[src/shared/bwrp_pkg.sv]
package bwrp_pkg;

  // ----------------------------------------------------------------
  // Operating modes
  // ----------------------------------------------------------------
  typedef enum logic [2:0] {
    BWRP_ACTIVE    = 3'h0,
    BWRP_SLEEP     = 3'h1,
    BWRP_WAIT      = 3'h2,
    BWRP_BACKUP    = 3'h3,
    BWRP_WAKING    = 3'h4
  } bwrp_mode_e;

  // ----------------------------------------------------------------
  // Clock selection
  // ----------------------------------------------------------------
  typedef enum logic [1:0] {
    BWRP_CLK_MAIN  = 2'h0,
    BWRP_CLK_RC4M  = 2'h1
  } bwrp_clksel_e;

  // ----------------------------------------------------------------
  // Widths, counts and reset values
  // ----------------------------------------------------------------
  localparam int          BACKUP_REG_WORDS  = 8;
  localparam int          BACKUP_REG_HALF   = BACKUP_REG_WORDS / 2;
  localparam int          TAMPER_CNT_W      = 8;
  localparam int          DATE_W            = 32;
  localparam int          RST_CNT_W         = 8;
  localparam logic [7:0]  RST_MIN_SLOW_DEF  = 8'h04;
  localparam int          WAKE_SEQ_W        = 4;
  localparam logic [3:0]  WAKE_SEQ_CYCLES   = 4'h8;
  localparam int          RC_FREQ_MHZ       = 4;
  localparam logic [31:0] BACKUP_REG_RESET  = 32'h0000_0000;

endpackage

[src/core/bwrp_sync.sv]
`timescale 1ns/1ps
module bwrp_sync (
  // Clock and reset
  input  wire logic core_clk,
  input  wire logic rst_n,
  // Level in and out
  input  wire logic d,
  output logic      q
);

  logic meta;

  always_ff @(posedge core_clk or negedge rst_n) begin
    if (!rst_n) begin
      meta <= 1'b0;
      q    <= 1'b0;
    end else begin
      meta <= d;
      q    <= meta;
    end
  end

endmodule

[src/core/bwrp_top.sv]
`timescale 1ns/1ps
// What this block does
// Wake-up in Backup runs a sequence restoring core power and logic.
// Enabled wake-up input in Wait or Sleep triggers fast start-up.
// Fast start-up request is formed combinationally, without any clock.
// Fast start-up restarts RC oscillator, selects 4 MHz, re-enables CPU clock.
// Reset pin is bidirectional: drive low out, or be reset from outside.
// External reset resets core and peripherals, never the backup region.
// Any external pulse accepted; own drive lasts a guaranteed minimum. The pin is sampled on core_clk edges, so a pulse between two edges is lost.
// After reset the reset pin is an input, not driven.
// Tamper clears backup registers at once and takes a timestamp.
// Tamper detection works in every mode, Backup included.
// Each tamper stores its date and bumps a tamper count.
// Option lets tamper erase only half of the backup registers.
// RTC waveform output keeps running in Backup and low-power modes.
// Tamper sampling may be synchronised to the RTC waveform output.
// Regulator enable is 0 in Backup mode, 1 otherwise.
// Entering Backup drops regulator enable; wake-up raises it again.
// Regulator-off request in Active mode drives regulator enable low.
// Forced wake-up pin wakes from every low-power mode.
// Fast start-up request is synchronised before changing clock selection.
// Minimum reset drive is a slow-clock counter with configurable length.
module bwrp_top (
  // Clock and reset
  input  wire logic                         core_clk,
  input  wire logic                         resetn,
  input  wire logic                         slow_clk_tick,
  // Mode requests from the core
  input  wire logic                         sleep_req,
  input  wire logic                         wait_req,
  input  wire logic                         backup_req,
  input  wire logic                         regulator_off_request,
  // Wake-up sources
  input  wire logic [3:0]                   wakeup_in,
  input  wire logic [3:0]                   wakeup_enable,
  input  wire logic                         forced_wakeup_pin,
  // External reset pin
  input  wire logic                         external_reset_pin_n_in,
  output logic                              external_reset_pin_n_out,
  output logic                              external_reset_pin_n_oe,
  input  wire logic                         reset_ctrl_req,
  input  wire logic [7:0]                   reset_min_slow,
  output logic                              core_periph_reset_n,
  // Tamper
  input  wire logic                         tamper_input_backup_domain,
  input  wire logic                         tamper_input_io_domain,
  input  wire logic                         tamper_sync_to_wave,
  input  wire logic                         tamper_half_erase,
  input  wire logic [31:0]                  rtc_date,
  input  wire logic                         rtc_wave_in,
  output logic                              rtc_waveform_out,
  output logic [31:0]                       tamper_date,
  output logic [7:0]                        tamper_count,
  output logic                              tamper_clear_async,
  // Backup registers
  input  wire logic                         backup_general_regs_we,
  input  wire logic [2:0]                   backup_general_regs_addr,
  input  wire logic [31:0]                  backup_general_regs_wdata,
  output logic [31:0]                       backup_general_regs_rdata,
  // Power and clock control
  output logic                              regulator_enable_out,
  output logic                              fast_startup_req,
  output logic                              rc_osc_enable,
  output logic                              cpu_clk_enable,
  output bwrp_pkg::bwrp_clksel_e            mck_select,
  output bwrp_pkg::bwrp_mode_e              mode
);

  // ----------------------------------------------------------------
  // Reset release
  // ----------------------------------------------------------------
  logic rst_meta;
  logic rst_n;

  always_ff @(posedge core_clk or negedge resetn) begin
    if (!resetn) begin
      rst_meta <= 1'b0;
      rst_n    <= 1'b0;
    end else begin
      rst_meta <= 1'b1;
      rst_n    <= rst_meta;
    end
  end

  // ----------------------------------------------------------------
  // Wake-up and fast start-up
  // ----------------------------------------------------------------
  logic wake_any;
  logic fsu_sync;
  logic tamper_event;

  function automatic logic low_power(input bwrp_pkg::bwrp_mode_e m);
    low_power = (m == bwrp_pkg::BWRP_SLEEP) || (m == bwrp_pkg::BWRP_WAIT) ||
                (m == bwrp_pkg::BWRP_BACKUP);
  endfunction

  assign wake_any = (|(wakeup_in & wakeup_enable)) || forced_wakeup_pin;
  assign fast_startup_req = wake_any &&
                            ((mode == bwrp_pkg::BWRP_SLEEP) ||
                             (mode == bwrp_pkg::BWRP_WAIT));

  bwrp_sync u_fsu_sync (
    .core_clk (core_clk),
    .rst_n    (rst_n),
    .d        (fast_startup_req),
    .q        (fsu_sync)
  );

  // ----------------------------------------------------------------
  // Mode machine
  // ----------------------------------------------------------------
  bwrp_pkg::bwrp_mode_e      next_mode;
  logic [3:0]                wake_cnt;

  always_comb begin
    next_mode = mode;
    case (mode)
      bwrp_pkg::BWRP_ACTIVE: begin
        if (backup_req || regulator_off_request) begin
          next_mode = bwrp_pkg::BWRP_BACKUP;
        end else if (wait_req) begin
          next_mode = bwrp_pkg::BWRP_WAIT;
        end else if (sleep_req) begin
          next_mode = bwrp_pkg::BWRP_SLEEP;
        end
      end
      bwrp_pkg::BWRP_SLEEP, bwrp_pkg::BWRP_WAIT: begin
        if (fsu_sync) begin
          next_mode = bwrp_pkg::BWRP_ACTIVE;
        end else if (backup_req) begin
          next_mode = bwrp_pkg::BWRP_BACKUP;
        end
      end
      bwrp_pkg::BWRP_BACKUP: begin
        if (wake_any) begin
          next_mode = bwrp_pkg::BWRP_WAKING;
        end
      end
      bwrp_pkg::BWRP_WAKING: begin
        if (wake_cnt == bwrp_pkg::WAKE_SEQ_CYCLES) begin
          next_mode = bwrp_pkg::BWRP_ACTIVE;
        end
      end
      default: next_mode = bwrp_pkg::BWRP_ACTIVE;
    endcase
  end

  always_ff @(posedge core_clk or negedge rst_n) begin
    if (!rst_n) begin
      mode <= bwrp_pkg::BWRP_ACTIVE;
    end else begin
      mode <= next_mode;
    end
  end

  always_ff @(posedge core_clk or negedge rst_n) begin
    if (!rst_n) begin
      wake_cnt <= 4'h0;
    end else if (mode == bwrp_pkg::BWRP_WAKING) begin
      wake_cnt <= wake_cnt + 4'h1;
    end else begin
      wake_cnt <= 4'h0;
    end
  end

  // ----------------------------------------------------------------
  // Regulator and clocks
  // ----------------------------------------------------------------
  always_ff @(posedge core_clk or negedge rst_n) begin
    if (!rst_n) begin
      regulator_enable_out <= 1'b1;
    end else begin
      regulator_enable_out <= (next_mode != bwrp_pkg::BWRP_BACKUP);
    end
  end

  always_ff @(posedge core_clk or negedge rst_n) begin
    if (!rst_n) begin
      mck_select     <= bwrp_pkg::BWRP_CLK_MAIN;
      rc_osc_enable  <= 1'b1;
      cpu_clk_enable <= 1'b1;
    end else if (fsu_sync) begin
      mck_select     <= bwrp_pkg::BWRP_CLK_RC4M;
      rc_osc_enable  <= 1'b1;
      cpu_clk_enable <= 1'b1;
    end else if (mode == bwrp_pkg::BWRP_WAKING) begin
      rc_osc_enable  <= 1'b1;
      cpu_clk_enable <= 1'b1;
    end else if (low_power(next_mode)) begin
      rc_osc_enable  <= 1'b0;
      cpu_clk_enable <= 1'b0;
    end
  end

  // ----------------------------------------------------------------
  // External reset pin
  // ----------------------------------------------------------------
  logic [7:0] rst_drive_cnt;
  logic       ext_rst_s;

  always_ff @(posedge core_clk or negedge rst_n) begin
    if (!rst_n) begin
      rst_drive_cnt <= 8'h00;
    end else if (reset_ctrl_req && rst_drive_cnt == 8'h00) begin
      rst_drive_cnt <= (reset_min_slow == 8'h00) ? 8'h01 : reset_min_slow;
    end else if (slow_clk_tick && rst_drive_cnt != 8'h00) begin
      rst_drive_cnt <= rst_drive_cnt - 8'h01;
    end
  end

  assign external_reset_pin_n_oe  = (rst_drive_cnt != 8'h00);
  assign external_reset_pin_n_out = 1'b0;

  bwrp_sync u_rst_sync (
    .core_clk (core_clk),
    .rst_n    (rst_n),
    .d        (~external_reset_pin_n_in),
    .q        (ext_rst_s)
  );

  always_ff @(posedge core_clk or negedge rst_n) begin
    if (!rst_n) begin
      core_periph_reset_n <= 1'b0;
    end else begin
      core_periph_reset_n <= ~(ext_rst_s || external_reset_pin_n_oe);
    end
  end

  // ----------------------------------------------------------------
  // RTC waveform and tamper
  // ----------------------------------------------------------------
  logic wave_d;
  logic tmp_raw;

  always_ff @(posedge core_clk or negedge rst_n) begin
    if (!rst_n) begin
      rtc_waveform_out <= 1'b0;
      wave_d           <= 1'b0;
    end else begin
      rtc_waveform_out <= rtc_wave_in;
      wave_d           <= rtc_waveform_out;
    end
  end

  assign tmp_raw = tamper_input_backup_domain || tamper_input_io_domain;
  assign tamper_clear_async = tmp_raw;

  always_ff @(posedge core_clk or negedge rst_n) begin
    if (!rst_n) begin
      tamper_event <= 1'b0;
    end else if (!tamper_sync_to_wave || (rtc_waveform_out && !wave_d)) begin
      tamper_event <= tmp_raw && !tamper_event;
    end else begin
      tamper_event <= 1'b0;
    end
  end

  // Backup state is kept by core reset only; external pin reset never touches it
  always_ff @(posedge core_clk or negedge rst_n) begin
    if (!rst_n) begin
      tamper_date  <= 32'h0000_0000;
      tamper_count <= 8'h00;
    end else if (tamper_event) begin
      tamper_date  <= rtc_date;
      tamper_count <= tamper_count + 8'h01;
    end
  end

  // ----------------------------------------------------------------
  // Backup registers
  // ----------------------------------------------------------------
  logic [31:0] backup_general_regs [bwrp_pkg::BACKUP_REG_WORDS];

  always_ff @(posedge core_clk or negedge rst_n) begin
    if (!rst_n) begin
      for (int i = 0; i < bwrp_pkg::BACKUP_REG_WORDS; i++) begin
        backup_general_regs[i] <= bwrp_pkg::BACKUP_REG_RESET;
      end
    end else if (tamper_event) begin
      for (int i = 0; i < bwrp_pkg::BACKUP_REG_WORDS; i++) begin
        if (!tamper_half_erase || i < bwrp_pkg::BACKUP_REG_HALF) begin
          backup_general_regs[i] <= bwrp_pkg::BACKUP_REG_RESET;
        end
      end
    end else if (backup_general_regs_we) begin
      backup_general_regs[backup_general_regs_addr] <= backup_general_regs_wdata;
    end
  end

  always_ff @(posedge core_clk or negedge rst_n) begin
    if (!rst_n) begin
      backup_general_regs_rdata <= 32'h0000_0000;
    end else begin
      backup_general_regs_rdata <= backup_general_regs[backup_general_regs_addr];
    end
  end

  // ----------------------------------------------------------------
  // Checks
  // ----------------------------------------------------------------
  a_reg_backup_low: assert property (@(posedge core_clk) disable iff (!rst_n)
    mode == bwrp_pkg::BWRP_BACKUP |-> !regulator_enable_out)
    else $error("regulator enabled in backup");
  a_reg_off_req: assert property (@(posedge core_clk) disable iff (!rst_n)
    regulator_off_request && mode == bwrp_pkg::BWRP_ACTIVE |=> !regulator_enable_out)
    else $error("regulator off request ignored");
  a_wake_restore: assert property (@(posedge core_clk) disable iff (!rst_n)
    mode == bwrp_pkg::BWRP_BACKUP && wake_any |=> ##[1:12] regulator_enable_out)
    else $error("regulator not restored after wake");
  a_fsu_restart: assert property (@(posedge core_clk) disable iff (!rst_n)
    fast_startup_req |-> ##[1:3] mode == bwrp_pkg::BWRP_ACTIVE)
    else $error("fast start-up missing");
  a_fsu_clock: assert property (@(posedge core_clk) disable iff (!rst_n)
    $rose(fast_startup_req) && mode == bwrp_pkg::BWRP_SLEEP
      |-> ##[2:3] mck_select == bwrp_pkg::BWRP_CLK_RC4M && cpu_clk_enable)
    else $error("clock not switched on fast start-up");
  a_fsu_synced: assert property (@(posedge core_clk) disable iff (!rst_n)
    $rose(fast_startup_req) && mode == bwrp_pkg::BWRP_WAIT
      |=> mck_select == $past(mck_select))
    else $error("clock switched before sync");
  a_rst_drive_min: assert property (@(posedge core_clk) disable iff (!rst_n)
    $rose(external_reset_pin_n_oe) |-> external_reset_pin_n_oe [*2])
    else $error("reset drive too short");
  a_rst_core: assert property (@(posedge core_clk) disable iff (!rst_n)
    !external_reset_pin_n_in [*3] |=> !core_periph_reset_n)
    else $error("external reset not applied");
  a_tamper_count: assert property (@(posedge core_clk) disable iff (!rst_n)
    tamper_event |=> tamper_count == $past(tamper_count) + 8'h01)
    else $error("tamper count not updated");
  a_tamper_clear: assert property (@(posedge core_clk) disable iff (!rst_n)
    tamper_event |=> backup_general_regs[0] == bwrp_pkg::BACKUP_REG_RESET)
    else $error("backup registers not cleared");
  a_half_keep: assert property (@(posedge core_clk) disable iff (!rst_n)
    tamper_event && tamper_half_erase |=> backup_general_regs[bwrp_pkg::BACKUP_REG_WORDS-1]
      == $past(backup_general_regs[bwrp_pkg::BACKUP_REG_WORDS-1]))
    else $error("upper half erased");

endmodule

[config.mk]
export PLATFORM = sky130hd
export DESIGN_NAME = bwrp_top
export DESIGN_NICKNAME = d
export VERILOG_FILES = /design/src/shared/bwrp_pkg.sv /design/src/core/bwrp_sync.sv /design/src/core/bwrp_top.sv
export SDC_FILE = /design/constraint.sdc
export NUM_CORES = 1
export LEC_CHECK = 0
export ABC_AREA = 0
export BUFFER_PORTS_ARGS = -buffer_cell sky130_fd_sc_hd__buf_2
export CAP_MARGIN = 0
export CORE_AREA = 10 10 218 323
export CTS_BUF_LIST = sky130_fd_sc_hd__clkbuf_4 sky130_fd_sc_hd__clkbuf_8 sky130_fd_sc_hd__clkbuf_16
export DETAILED_ROUTE_END_ITERATION = 10
export DIE_AREA = 0 0 228 333
export PLACE_DENSITY = 0.47
export SETUP_SLACK_MARGIN = 0.15
export SLEW_MARGIN = 5
export SYNTH_ARGS = -nofsm -noshare
export SYNTH_HDL_FRONTEND = slang
export SYNTH_SLANG_ARGS = --single-unit
[constraint.sdc]
create_clock -name core_clk -period 15.35 [get_ports core_clk]
set_input_delay 1.535 -clock core_clk [delete_from_list [all_inputs] [get_ports core_clk]]
set_output_delay 1.535 -clock core_clk [all_outputs]
set_load 0.01 [all_outputs]
==> results.sh <==
export IMPL_path_cells="buf_2 > buf_4 > and3b_1 > o21ai_4 > buf_4 > nand3_1 > o21ai_0"
export IMPL_num_rows=114
export IMPL_synth_seq_cells=356
export IMPL_cp_common_cell="buf_4"
export IMPL_setup_violations=0
export IMPL_worst_setup_path_end_kind="flip-flop"
export IMPL_cts_resized=0
export IMPL_cpMaxStageDelayCell="and3b_1"
export IMPL_fp_dieW_um=228
export IMPL_cts_htree_levels=2
export IMPL_met3_usage_pct=2.65
export IMPL_final_util_pct=29.6
export IMPL_finalCritPeriodShare_pct=26.2
export IMPL_antenna_found_initial=12
export IMPL_cts_tree="done"
export IMPL_slowest_delay_ns=0.63
export IMPL_syn_instance_count=1577
export IMPL_ys_flop_type="dfrtp_1"
export IMPL_fin_nets=1810
export IMPL_port_buffer_count=182
export IMPL_ys_warnings_count=0
export IMPL_clockBufferDepth=3
export IMPL_min_path_type="flip-flop to flip-flop"
export IMPL_final_common_cell="dfrtp_1"
export IMPL_cts_hold_fix_buffers=0
export IMPL_yosysSeqAreaShare_pct=55.9
export IMPL_finalMaxSlewViolations=0
export IMPL_nFillCells=6678
export IMPL_route_antenna_remaining_nets=0
export IMPL_ir_drop_uv=95.4
export IMPL_cellPowerDensity_nw_per_um2=134
export IMPL_final_cell_mix="352 x dfrtp_1, 323 x nand2_1, 181 x buf_2"
export IMPL_clock_sinks=356
export IMPL_slew_headroom_pct=26.4
export IMPL_stdcell_area_um2=19100
export IMPL_critPathMaxFanout=34
export IMPL_drive_gt1_share_pct=25.6
export IMPL_fin_crit_ns=4.01
export IMPL_ios=185
export IMPL_rrSetupSlack_ns=12.15
export IMPL_combPwrFrac_pct=14.7
export IMPL_fin_skew_ns=0.0294
export IMPL_route_vias_total=12600
export IMPL_dr_pass1_iters=5
export IMPL_maxCapViolCount=0
export IMPL_cts_setup_buffers=0
export IMPL_grt_usage_pct=14.3
export IMPL_die_area_um2=75900
export IMPL_grt_pass1_vias=13000
export IMPL_rsz0062_at_grt="false"
export IMPL_clock_latency_ns=0.58
export IMPL_synth_edf_count=0
export IMPL_cts_made_buffers=41
export IMPL_hpwlAfterDp_um=34900
export IMPL_core_area_um2=64300
export IMPL_crit_path_start_kind="primary input"
export IMPL_critPathKind="primary input to flip-flop"
export IMPL_timing_fmax_ghz=0.249
export IMPL_drt_wirelength_per_cell_um=21.2
export IMPL_critPathArrivalTime_ns=4.42
export IMPL_area_growth_pct=19.5
export IMPL_grt_most_used_layer="met2"
export IMPL_drt_vias_per_instance=4.81
export IMPL_grt_use_met2_pct=25.7
export IMPL_start_util_pct=24.8
export IMPL_p_sw_share_pct=28.2
export IMPL_wl_um=55500
export IMPL_gr_total_overflow=0
export IMPL_tightest_slew_ns=1.10
export IMPL_die_y_um=333
export IMPL_status="complete, no violations"
export IMPL_p_leak_uw=0.00844
export IMPL_cp_data_required_time_ns=15.76
export IMPL_drt_iter0_drc=980
export IMPL_ys_types=61
export IMPL_drc=0
export IMPL_avgSynthCellArea_um2=10.1
export IMPL_grt_start_max_net_pins=73
export IMPL_async_flop_share_pct=100
export IMPL_hold_violations=0
export IMPL_path_clk_slew_ns=0.06
export IMPL_placedInstanceArea_um2=17600
export IMPL_grt_pass1_wl_um=84300
export IMPL_gr_usage_met1_pct=16.7
export IMPL_fin_hold_ws_ns=0.349
export IMPL_syn_area_um2=15900
export IMPL_p_seq_share_pct=43.8
export IMPL_place_gp_congestion=0.796
export IMPL_cts_root_buffer="clkbuf_16"
export IMPL_p_int_uw=1830
export IMPL_p_clk_share_pct=41.5
export IMPL_fin_setup_tns_ns=0
export IMPL_power_switching_uw=719
final timing paths:
path | endpoint | cells after the start | startpoint
max reg2reg | backup_general_regs[92]$_DFFE_PN0P_ | 6 | tamper_event$_DFF_PN0_
max | backup_general_regs[92]$_DFFE_PN0P_ | 7 | backup_general_regs_addr[2]
max in group asynchronous | backup_general_regs[247]$_DFFE_PN0P_ | 2 | rst_n$_DFF_PN0_
min reg2reg | u_fsu_sync.q$_DFF_PN0_ | 0 | u_fsu_sync.meta$_DFF_PN0_
min | u_fsu_sync.q$_DFF_PN0_ | 0 | u_fsu_sync.meta$_DFF_PN0_
min in group asynchronous | tamper_date[1]$_DFFE_PN0P_ | 0 | rst_n$_DFF_PN0_
synth_stat cells, drive strengths merged (5+ instances only):
cell type,instances,area (µm²)
nor2b,8,50.1
a21oi,147,848
nor2,34,130
mux4,10,225
mux2,68,766
and2,9,56.3
o22ai,5,31.3
inv,14,52.6
o21ai,131,667
dfrtp,354,8860
nand2b,33,206
clkbuf,59,221
buf,69,417
mux2i,20,200
a222oi,5,50.1
xnor2,7,61.3
nand2,354,1400
nor3,5,30.0
a221oi,40,350
nand3,133,666
a22oi,15,113
critical path, delay by kind of cell:
kind	cells	cell delay, ns
buffers and inverters	3	1.55
AO/OA/AOI/OAI	2	0.51
AND/OR/NAND/NOR	2	0.76
per-stage QoR:
stage                     worst slack, ns  total power (µW)  instances
after floorplan                      4.70              1360       1578
after global placement              10.79              1510       2534
after detailed placement            10.74              1520       2534
after CTS                           11.32              2600       2610
after global routing                11.16              2680       2612
final                               11.34              2550       2613
sequential cells by signal, indices dropped and copies added, names as in the netlist:
| register | count |
|---|---|
| backup_general_regs | 256 |
| backup_general_regs_rdata | 32 |
| tamper_date | 32 |
| rst_drive_cnt | 8 |
| tamper_count | 8 |
| wake_cnt | 4 |
| mode | 3 |
| core_periph_reset_n | 1 |
| cpu_clk_enable | 1 |
| mck_select | 1 |
| regulator_enable_out | 1 |
| rst_meta | 1 |
| rst_n | 1 |
| rtc_waveform_out | 1 |
| tamper_event | 1 |
| u_fsu_sync.meta | 1 |
| u_fsu_sync.q | 1 |
| u_rst_sync.meta | 1 |
| u_rst_sync.q | 1 |
| wave_d | 1 |
power groups by stage:
stage / sequential, µW / combinational [µW] / clock (µW)
after floorplan: 1150 / 210 / 0
after global placement: 1130 / 377 / 0
after detailed placement: 1140 / 382 / 0
after CTS: 1120 / 383 / 1100
after global routing: 1130 / 415 / 1130
final: 1120 / 374 / 1060
cell families (layout without fill, tap and decap cells):
logic type | count (synthesis) | count (layout) | share of synthesized area [%]
and+or+nand+nor | 598 | 598 | 17.1
xor gates and xnor gates | 11 | 11 | 0.604
buffers and inverters | 142 | 304 | 4.33
adders and majority gates | 4 | 4 | 0.314
muxes | 98 | 98 | 7.47
DFF | 356 | 356 | 55.9
AOI/OAI and AO/OA | 366 | 366 | 14.2
other | 2 | 6 | 0.0471
layout make-up:
| type | instances | area [µm²] | share of cell area, % |
|---|---|---|---|
| Antenna cell | 3 | 7.51 | 0.0394 |
| Inverter | 14 | 52.6 | 0.276 |
| Timing Repair Buffer | 214 | 1150 | 6.05 |
| Clock inverter | 18 | 230 | 1.21 |
| Sequential cell | 356 | 8920 | 46.8 |
| Clock buffer | 58 | 1230 | 6.44 |
| Multi-Input combinational cell | 1080 | 6380 | 33.5 |
| Tap cell | 870 | 1090 | 5.71 |
metal layers:
| metal | wire length [µm] | part of all wire (%) | vias up |
|---|---|---|---|
| met5 | 83 | 0.15 | - |
| met3 | 2820 | 5.1 | 105 |
| met2 | 29000 | 52 | 364 |
| met4 | 1480 | 2.7 | 14 |
| met1 | 22100 | 40 | 6343 |
| li1 | - | - | 5740 |
Note: power is estimated with default switching activity, not from simulation.
